## config.mk

```make
export PLATFORM = sky130hd
export DESIGN_NAME = nbi_host
export DESIGN_NICKNAME = d
export VERILOG_FILES = /design/src/logic/nbi_pkg.sv /design/src/logic/nbi_host.sv
export SDC_FILE = /design/constraint.sdc
export NUM_CORES = 2
export LEC_CHECK = 0
export ABC_AREA = 0
export BUFFER_PORTS_ARGS = -buffer_cell sky130_fd_sc_hd__buf_2
export CAP_MARGIN = 20
export CORE_ASPECT_RATIO = 1.5
export CORE_MARGIN = 3
export CORE_UTILIZATION = 55
export CTS_CLUSTER_DIAMETER = 60
export DETAILED_ROUTE_END_ITERATION = 12
export PLACE_DENSITY = 0.78
export REMOVE_ABC_BUFFERS = 1
export SLEW_MARGIN = 20
export SYNTH_ARGS = -nofsm -noshare
export SYNTH_HDL_FRONTEND = slang
export SYNTH_HIERARCHICAL = 1
export SYNTH_SLANG_ARGS = --single-unit
```

## constraint.sdc

```tcl
create_clock -name mclk_in -period 4.1 [get_ports mclk_in]
set_input_delay 0.41 -clock mclk_in [delete_from_list [all_inputs] [get_ports mclk_in]]
set_output_delay 0.41 -clock mclk_in [all_outputs]
set_load 0.01 [all_outputs]
```

## src/logic/nbi_pkg.sv

```systemverilog
// Constants, opcodes and types for the NAND bus host controller
// Operation
// - One shared 8-bit bus carries commands, addresses, write data and read data.
// - Host sends five address cycles, low bits first, fixed bit map.
// - Host drives unused upper bits of cycles two and five low.
// - Opcode set: read, ID, reset, program, dual program, erases, status, random.
// - Write cycles: select low, read strobe high, at most one qualifier (none for data), pulse write strobe.
// - Reading: qualifiers low, select low, write strobe high, toggle read strobe.
// - Host holds chip select high the minimum time for standby.
// - Dual-plane program: first page A19 clear, second page A19 set; host only forces A19 on the second, first page goes as given.
package nbi_pkg;

  // ****************************************
  // Request kinds
  // ****************************************
  localparam logic [2:0] KIND_CMD = 3'h0;
  localparam logic [2:0] KIND_ADDR = 3'h1;
  localparam logic [2:0] KIND_DWR = 3'h2;
  localparam logic [2:0] KIND_DRD = 3'h3;
  localparam logic [2:0] KIND_WAIT = 3'h4;
  localparam logic [2:0] KIND_STBY = 3'h5;

  // ****************************************
  // Opcodes
  // ****************************************
  localparam logic [7:0] OP_READ = 8'h00;
  localparam logic [7:0] OP_READ_GO = 8'h30;
  localparam logic [7:0] OP_ID = 8'h90;
  localparam logic [7:0] OP_RESET = 8'hff;
  localparam logic [7:0] OP_PROG = 8'h80;
  localparam logic [7:0] OP_PROG_GO = 8'h10;
  localparam logic [7:0] OP_PROG_DUMMY = 8'h11;
  localparam logic [7:0] OP_PROG_PLANE2 = 8'h81;
  localparam logic [7:0] OP_ERASE = 8'h60;
  localparam logic [7:0] OP_ERASE_GO = 8'hd0;
  localparam logic [7:0] OP_STATUS = 8'h70;
  localparam logic [7:0] OP_RAND_IN = 8'h85;
  localparam logic [7:0] OP_RAND_OUT = 8'h05;
  localparam logic [7:0] OP_RAND_OUT_GO = 8'he0;

  // ****************************************
  // Address map and timing
  // ****************************************
  localparam logic [31:0] PLANE_BIT = 32'h0008_0000;
  localparam logic [2:0] ADDR_LAST = 3'h4;
  localparam int CLK_PERIOD_NS = 50;
  localparam int OUT_VALID_DELAY_NS = 20;
  localparam int OUT_VALID_RAW = (OUT_VALID_DELAY_NS + CLK_PERIOD_NS - 1) / CLK_PERIOD_NS;
  localparam logic [7:0] OUT_VALID_CYC = 8'((OUT_VALID_RAW < 1) ? 1 : OUT_VALID_RAW);
  localparam int STANDBY_US = 10;
  localparam logic [7:0] STANDBY_CYC = 8'((STANDBY_US * 1000 + CLK_PERIOD_NS - 1) / CLK_PERIOD_NS);
  localparam logic [7:0] BUSY_SETTLE_CYC = 8'h02;
  localparam int FIFO_WIDTH = 35;
  localparam int FIFO_DEPTH = 32;

  // ****************************************
  // Types
  // ****************************************
  typedef enum logic [6:0] {
    ST_IDLE = 7'h01,
    ST_WLO = 7'h02,
    ST_WHI = 7'h04,
    ST_RLO = 7'h08,
    ST_RHI = 7'h10,
    ST_WAIT = 7'h20,
    ST_STBY = 7'h40
  } nbi_state_type;

  typedef struct packed {
    nbi_state_type st;
    logic ce_n;
    logic cle;
    logic ale;
    logic we_n;
    logic re_n;
    logic wp_n;
    logic oe;
    logic rb;
    logic busy;
    logic rdy;
    logic [5:0] fill;
    logic plane2;
    logic rd_valid;
    logic [7:0] io;
    logic [7:0] rd_data;
    logic [7:0] cnt;
    logic [2:0] kind;
    logic [31:0] addr;
  } nbi_host_reg_type;

endpackage : nbi_pkg

```

## src/logic/nbi_host.sv

```systemverilog
// Request FIFO and NAND bus host sequencer
`timescale 1ns/1ps
`default_nettype none

// ****************************************
// Request FIFO
// ****************************************
module nbi_fifo #(
  parameter int WIDTH = 35,
  parameter int DEPTH = 32
) (
  input wire logic clk_in,
  input wire logic nrst_in,
  input wire logic en_in,
  input wire logic push_valid_in,
  output logic push_ready_out,
  input wire logic [WIDTH-1:0] push_data_in,
  output logic pop_valid_out,
  input wire logic pop_ready_in,
  output logic [WIDTH-1:0] pop_data_out
);
  localparam int AW = $clog2(DEPTH);

  typedef struct packed {
    logic [DEPTH-1:0][WIDTH-1:0] mem;
    logic [AW-1:0] wp;
    logic [AW-1:0] rp;
    logic [AW:0] count;
  } nbi_fifo_reg_type;

  nbi_fifo_reg_type r;
  nbi_fifo_reg_type next_r;
  logic do_push;
  logic do_pop;

  // Handshakes and flags
  assign push_ready_out = (r.count != (AW + 1)'(DEPTH));
  assign pop_valid_out = (r.count != '0);
  assign pop_data_out = r.mem[r.rp];
  assign do_push = push_valid_in && push_ready_out;
  assign do_pop = pop_valid_out && pop_ready_in;

  // Pointer and count update
  always_comb begin
    next_r = r;
    if (do_push) begin
      next_r.mem[r.wp] = push_data_in;
      next_r.wp = (r.wp == AW'(DEPTH - 1)) ? '0 : r.wp + 1'b1;
    end
    if (do_pop) begin
      next_r.rp = (r.rp == AW'(DEPTH - 1)) ? '0 : r.rp + 1'b1;
    end
    next_r.count = r.count + (AW + 1)'(do_push) - (AW + 1)'(do_pop);
  end

  // State register, frozen by the enable
  always_ff @(posedge clk_in or negedge nrst_in) begin
    if (!nrst_in) begin
      r <= '0;
    end else if (en_in) begin
      r <= next_r;
    end
  end
endmodule : nbi_fifo

// ****************************************
// Bus host
// ****************************************
module nbi_host (
  input wire logic mclk_in,
  input wire logic nrst_in,
  input wire logic clk_en_in,
  input wire logic req_valid_in,
  input wire logic [2:0] req_kind_in,
  input wire logic [31:0] req_data_in,
  output logic req_ready_out,
  input wire logic modify_en_in,
  output logic [7:0] rd_data_out,
  output logic rd_valid_out,
  output logic busy_out,
  output logic ce_n_out,
  output logic cle_out,
  output logic ale_out,
  output logic we_n_out,
  output logic re_n_out,
  output logic wp_n_out,
  output logic [7:0] io_out,
  output logic io_oe_out,
  input wire logic [7:0] io_in,
  input wire logic rb_in
);
  nbi_pkg::nbi_host_reg_type r;
  nbi_pkg::nbi_host_reg_type next_r;
  logic fifo_ready;
  logic pop_valid;
  logic pop_ready;
  logic [34:0] pop_data;
  logic [2:0] pk;
  logic [31:0] pd;
  logic go;

  // Address byte for one of the five cycles, unused bits forced low
  function automatic logic [7:0] addr_byte(input logic [31:0] a, input logic [2:0] i);
    case (i)
      3'h0: addr_byte = a[7:0];
      3'h1: addr_byte = {4'h0, a[11:8]};
      3'h2: addr_byte = a[19:12];
      3'h3: addr_byte = a[27:20];
      default: addr_byte = {4'h0, a[31:28]};
    endcase
  endfunction : addr_byte

  // Opcodes that a busy device still takes
  function automatic logic busy_ok(input logic [7:0] op);
    busy_ok = (op == nbi_pkg::OP_RESET) || (op == nbi_pkg::OP_STATUS);
  endfunction : busy_ok

  // Requests queue here so the user side can run ahead of the bus
  nbi_fifo #(
    .WIDTH(nbi_pkg::FIFO_WIDTH),
    .DEPTH(nbi_pkg::FIFO_DEPTH)
  ) u_fifo (
    .clk_in(mclk_in),
    .nrst_in(nrst_in),
    .en_in(clk_en_in),
    .push_valid_in(req_valid_in),
    .push_ready_out(fifo_ready),
    .push_data_in({req_kind_in, req_data_in}),
    .pop_valid_out(pop_valid),
    .pop_ready_in(pop_ready),
    .pop_data_out(pop_data)
  );

  assign pk = pop_data[34:32];
  assign pd = pop_data[31:0];

  // Hold a command back while busy unless it is reset or status
  always_comb begin
    go = 1'b0;
    if (r.st == nbi_pkg::ST_IDLE && pop_valid) begin
      go = (pk != nbi_pkg::KIND_CMD) || r.rb || busy_ok(pd[7:0]);
    end
  end
  assign pop_ready = go;

  // Sequencer
  always_comb begin
    next_r = r;
    next_r.rd_valid = 1'b0;
    next_r.rb = rb_in; // Wired-or line, low when any device busy
    next_r.wp_n = modify_en_in; // Lock stays low unless modify allowed
    next_r.busy = ~rb_in; // Own flop, so the flag is not a gate behind one
    // Fill count shadows the queue so ready can leave from a flop; six extra
    // bits buy a pin with no logic between it and the register
    if (req_valid_in && fifo_ready) begin
      next_r.fill = next_r.fill + 6'h01;
    end
    if (go) begin
      next_r.fill = next_r.fill - 6'h01;
    end
    next_r.rdy = (next_r.fill != 6'(nbi_pkg::FIFO_DEPTH)); // Full one edge ahead
    case (r.st)
      nbi_pkg::ST_IDLE: begin
        if (go) begin
          next_r.kind = pk;
          next_r.cnt = '0;
          case (pk)
            nbi_pkg::KIND_CMD: begin
              next_r.ce_n = 1'b0;
              next_r.cle = 1'b1; // Only one qualifier at a time
              next_r.ale = 1'b0;
              next_r.io = pd[7:0];
              next_r.oe = 1'b1;
              next_r.we_n = 1'b0;
              next_r.plane2 = (pd[7:0] == nbi_pkg::OP_PROG_PLANE2);
              next_r.st = nbi_pkg::ST_WLO;
            end
            nbi_pkg::KIND_ADDR: begin
              // Second-plane page after the plane-two opcode
              next_r.addr = r.plane2 ? (pd | nbi_pkg::PLANE_BIT) : pd;
              next_r.ce_n = 1'b0;
              next_r.cle = 1'b0;
              next_r.ale = 1'b1;
              next_r.io = addr_byte(r.plane2 ? (pd | nbi_pkg::PLANE_BIT) : pd, 3'h0);
              next_r.oe = 1'b1;
              next_r.we_n = 1'b0;
              next_r.st = nbi_pkg::ST_WLO;
            end
            nbi_pkg::KIND_DWR: begin
              next_r.ce_n = 1'b0;
              next_r.cle = 1'b0;
              next_r.ale = 1'b0; // Both low for data
              next_r.io = pd[7:0];
              next_r.oe = 1'b1;
              next_r.we_n = 1'b0;
              next_r.st = nbi_pkg::ST_WLO;
            end
            nbi_pkg::KIND_DRD: begin
              next_r.ce_n = 1'b0;
              next_r.cle = 1'b0;
              next_r.ale = 1'b0;
              next_r.oe = 1'b0; // Bus released to the device
              next_r.re_n = 1'b0;
              next_r.st = nbi_pkg::ST_RLO;
            end
            nbi_pkg::KIND_WAIT: begin
              next_r.st = nbi_pkg::ST_WAIT;
            end
            nbi_pkg::KIND_STBY: begin
              next_r.ce_n = 1'b1;
              next_r.st = nbi_pkg::ST_STBY;
            end
            default: begin
              next_r.st = nbi_pkg::ST_IDLE; // Unknown kinds are dropped
            end
          endcase
        end
      end
      nbi_pkg::ST_WLO: begin
        next_r.we_n = 1'b1; // Rising edge captures the byte
        next_r.st = nbi_pkg::ST_WHI;
      end
      nbi_pkg::ST_WHI: begin
        // Byte and qualifiers held one cycle past the rising edge
        if (r.kind == nbi_pkg::KIND_ADDR && r.cnt[2:0] != nbi_pkg::ADDR_LAST) begin
          next_r.cnt = r.cnt + 8'h01;
          next_r.io = addr_byte(r.addr, r.cnt[2:0] + 3'h1);
          next_r.we_n = 1'b0;
          next_r.st = nbi_pkg::ST_WLO;
        end else begin
          next_r.cle = 1'b0;
          next_r.ale = 1'b0;
          next_r.oe = 1'b0;
          next_r.st = nbi_pkg::ST_IDLE;
        end
      end
      nbi_pkg::ST_RLO: begin
        // Sample only after the output-valid delay has passed
        if (r.cnt + 8'h01 >= nbi_pkg::OUT_VALID_CYC) begin
          next_r.rd_data = io_in;
          next_r.rd_valid = 1'b1;
          next_r.re_n = 1'b1;
          next_r.cnt = '0;
          next_r.st = nbi_pkg::ST_RHI;
        end else begin
          next_r.cnt = r.cnt + 8'h01;
        end
      end
      nbi_pkg::ST_RHI: begin
        next_r.st = nbi_pkg::ST_IDLE; // High phase keeps strobe pulses wide
      end
      nbi_pkg::ST_WAIT: begin
        // Line may lag the command, so give it time to fall first
        if (r.cnt < nbi_pkg::BUSY_SETTLE_CYC) begin
          next_r.cnt = r.cnt + 8'h01;
        end else if (r.rb) begin
          next_r.st = nbi_pkg::ST_IDLE;
        end
      end
      nbi_pkg::ST_STBY: begin
        if (r.cnt + 8'h01 >= nbi_pkg::STANDBY_CYC) begin
          next_r.st = nbi_pkg::ST_IDLE;
        end else begin
          next_r.cnt = r.cnt + 8'h01;
        end
      end
      default: begin
        next_r = r;
        next_r.st = nbi_pkg::ST_IDLE;
      end
    endcase
  end

  // State register, frozen while the enable is low
  always_ff @(posedge mclk_in or negedge nrst_in) begin
    if (!nrst_in) begin
      r <= '{st: nbi_pkg::ST_IDLE, ce_n: 1'b1, cle: 1'b0, ale: 1'b0,
             we_n: 1'b1, re_n: 1'b1, wp_n: 1'b0, oe: 1'b0, rb: 1'b1,
             plane2: 1'b0, rd_valid: 1'b0, io: 8'h00, rd_data: 8'h00,
             cnt: 8'h00, kind: 3'h0, addr: 32'h0000_0000, busy: 1'b0,
             rdy: 1'b1, fill: 6'h00};
    end else if (clk_en_in) begin
      r <= next_r;
    end
  end

  // Every pin leaves straight from the state register; ready matches
  // the queue's own full flag, so no slot is held back
  assign req_ready_out = r.rdy;
  assign rd_data_out = r.rd_data;
  assign rd_valid_out = r.rd_valid;
  assign busy_out = r.busy;
  assign ce_n_out = r.ce_n;
  assign cle_out = r.cle;
  assign ale_out = r.ale;
  assign we_n_out = r.we_n;
  assign re_n_out = r.re_n;
  assign wp_n_out = r.wp_n;
  assign io_out = r.io;
  assign io_oe_out = r.oe;
endmodule : nbi_host

`default_nettype wire

```

==> out/qor.yml <==
layout_common_cells: "1,210 x dfrtp_1, 1,154 x mux2_2, 211 x mux4_2, 161 x buf_4, 142 x mux2i_1"
avgSynthCellArea_um2: 15.07
die_h_um: 399.6
ys.flop_type: "dfrtp_1"
drt_first_pass_iters: 6
first_global_vias: 35939
grt_max_degree: 146
final_cell_area_mm2: 0.06306
clk_path_buf_depth: 3
syn_to_final_growth_pct: 11.02
antenna_found_initial: 6
placed_cell_area_mm2: 0.05852
cp_max_fo: 10
cts_root_buffer: "clkbuf_16"
drv_slew: 0
synth_edf_count: 0
netlist_instances: 3770
grt-ovfl-total: 0
wl_um: 147900
worstSetupStartpointType: "flop"
endpoint_kind: "flop"
track_usage_pct: 27.96
synth_top_family_by_area: "multiplexers"
drive_gt1_share_pct: 50.41
routed-via-count: 34090
nets: 3897
period_needed_ns: 4.142
synth-compound-area-share_pct: 4.577
rows: 143
gp_congestion: 0.8522
worstSkewPairLatency_ns: 0.71
violations: "setup timing"
skew_ns: 0.01792
synthXorXnorAreaFrac_pct: 0.3084
yosysUniqueCellTypes: 82
final_common_cell: "dfrtp_1"
async_flop_share_pct: 100.0
fmax_ghz: 0.2414
ys_seq_area_share_pct: 53.76
p_leak_nw: 30.02
arrival_ns: 4.75
tightest_slew_ns: 0.9630
clk_pin_slew_ns: 0.07
core_area_mm2: 0.1018
hold_class: "in2reg"
netlist_area_mm2: 0.05680
start_util_pct: 55.80
setup_tns_ns: -0.04199
die_w_um: 268.4
numCtsBuffers: 110
p_per_area_mw_per_mm2: 671.8
criticalPathCategory: "reg2reg"
die_area_mm2: 0.1073
status: "finished with violations"
rsz0062_at_grt: "true"
setup_ws_ns: -0.04199
num_io_pins: 75
drcViolationCount: 0
maxSlewHeadroom_pct: 35.57
synthMuxAreaShare_pct: 34.44
grt_pass1_wl_um: 224100
cts_htree_levels: 3
port_buffers: 74
cts_tree: "yes"
hold_violations: 0
synth_fa_ha_area_share_pct: 0.5419
reg2reg_slack_ns: -0.04
ys_top_cells_by_area: "dfrtp_1 53%, mux2_2 23%, mux4_2 8.4%, mux2i_1 2.5%, buf_6 2.0%"
ant_nets: 0
dp_hpwl_um: 86250
vias_per_cell: 6.524
cap_violations: 0
drt_iter0_drc: 2889
peakVddDrop_v: 0.0003664
yosysTopAreaCell: "dfrtp_1"
synthSimpleGateAreaFrac_pct: 2.240
synth_warnings: 6
min_period_over_period_pct: 101.0
setup_violations: 1
cts_sinks: 1220
yosysTopAreaCellShare_pct: 53.48
required_ns: 4.71
wl_per_cell_um: 28.31
ys_ff_latch: 1220
==> worst max-delay path: stages, from the launching register on <==
cell	delay, ns
dfrtp_4	0.52
buf_6	0.14
buf_12	0.14
buf_16	0.16
mux2i_1	0.12
o221ai_1	0.24
a21oi_1	0.09
a22oi_1	0.22
buf_4	0.22
nand3_4	0.09
a2bb2oi_4	0.21
o21a_1	0.24
nor2_2	0.11
and2_4	0.16
ha_4	0.20
inv_4	0.05
ha_4	0.12
inv_2	0.04
fa_2	0.36
nand2b_4	0.16
a21oi_4	0.17
nor3_2	0.05
o31ai_1	0.18
==> cell usage after synthesis, types with 4 or more instances <==
master       n
buf_6       99
nor2_1      39
o21a_1       4
buf_1        8
nand4_1      4
a211oi_1     5
a222oi_1     4
mux4_2     211
mux2i_1    143
mux2_4      12
nor3_4       5
inv_1       26
ha_1        23
and3_1       9
nor3_1      10
nand2b_1     7
o221ai_1    68
buf_2       58
dfstp_2      6
xnor2_1     11
buf_4       26
nand2_2     32
mux2_2    1154
nand2_1     52
dfrtp_1   1214
o21ai_0     38
nand3_1     22
mux2_1      18
o31ai_1      8
a21oi_1     87
a22oi_1    111
clkbuf_1   165
nor2b_1      5
xor2_1       9
==> layout make-up <==
| cell class | instances | area (µm²) |
|---|---|---|
| tap | 1305 | 1633 |
| sequential | 1220 | 30550 |
| clock buffer | 154 | 3239 |
| clock inverter | 50 | 596.8 |
| antenna | 4 | 10.01 |
| inverter | 27 | 103.9 |
| multi-input combinational | 2167 | 24230 |
| fill | 7255 | 38740 |
| timing repair buffer | 298 | 2703 |
==> flip-flops by register name, summed over array words and instances (netlist names) <==
signal / count
u_fifo/r: 1136
r: 58
io_out: 8
rd_data_out: 8
ale_out: 1
busy_out: 1
ce_n_out: 1
cle_out: 1
io_oe_out: 1
rd_valid_out: 1
re_n_out: 1
req_ready_out: 1
we_n_out: 1
wp_n_out: 1
==> per-stage QoR <==
stage          power, W  util, %  hold WS [ns]  instances  setup WS [ns]
6_report        0.04236    61.94        0.1630       5225       -0.04199
5_1_grt         0.04425    61.94        0.1767       5222        -0.1881
4_1_cts         0.04202    61.67       0.09121       5206       -0.06496
3_5_place_dp    0.03067    57.49        0.3804       4983        -0.4588
3_3_place_gp    0.03019    57.49        0.3789       4983        -0.4585
2_1_floorplan   0.02478        -        0.1144       3414         -12.54
==> cell families (layout without fill, tap and decap cells) <==
family / after synthesis / count (layout)
simple gates: 220 / 220
flops: 1220 / 1220
other cells: 0 / 4
fa+ha+maj: 24 / 24
mux: 1538 / 1538
compound gates: 365 / 365
buf+inv: 383 / 529
xor+xnor: 20 / 20
==> power by group <==
group / internal (W) / switching, W / total, W
Sequential: 0.0153 / 0.00197 / 0.0173
Combinational: 0.00747 / 0.00680 / 0.0143
Clock: 0.00617 / 0.00465 / 0.0108
Total: 0.0289 / 0.0134 / 0.0424
==> timing repair <==
action / in CTS / in global routing
gates cloned: 1 / 1
setup endpoints to repair: 5 / 4
pin swaps: 17 / 17
setup buffers: 8 / 15
hold buffers: 11 / 0
hold endpoints to repair: 76 / 0
gates resized for setup: 46 / 25
==> layer usage <==
metal / up-vias / share of wire (%) / global-route usage [%]
met5: - / 0.0068 / 0
met4: 2 / 5.3 / 14.03
met3: 392 / 6.4 / 4.896
met2: 1230 / 49 / 46.43
met1: 18307 / 39 / 35.49
li1: 14159 / - / -
==> path summary, 6_finish.rpt <==
path	startpoint	end	depth (start not counted)
max in group asynchronous	nrst_in	u_fifo/r[321]	3
min reg2reg	req_ready_out	req_ready_out	2
min in group asynchronous	nrst_in	u_fifo/r[940]	2
max	u_fifo/r[6]	u_fifo/r[4]	22
max reg2reg	u_fifo/r[6]	u_fifo/r[4]	22
min	clk_en_in	u_fifo/r[3]	2
Note: power is estimated with default switching activity, not from simulation.
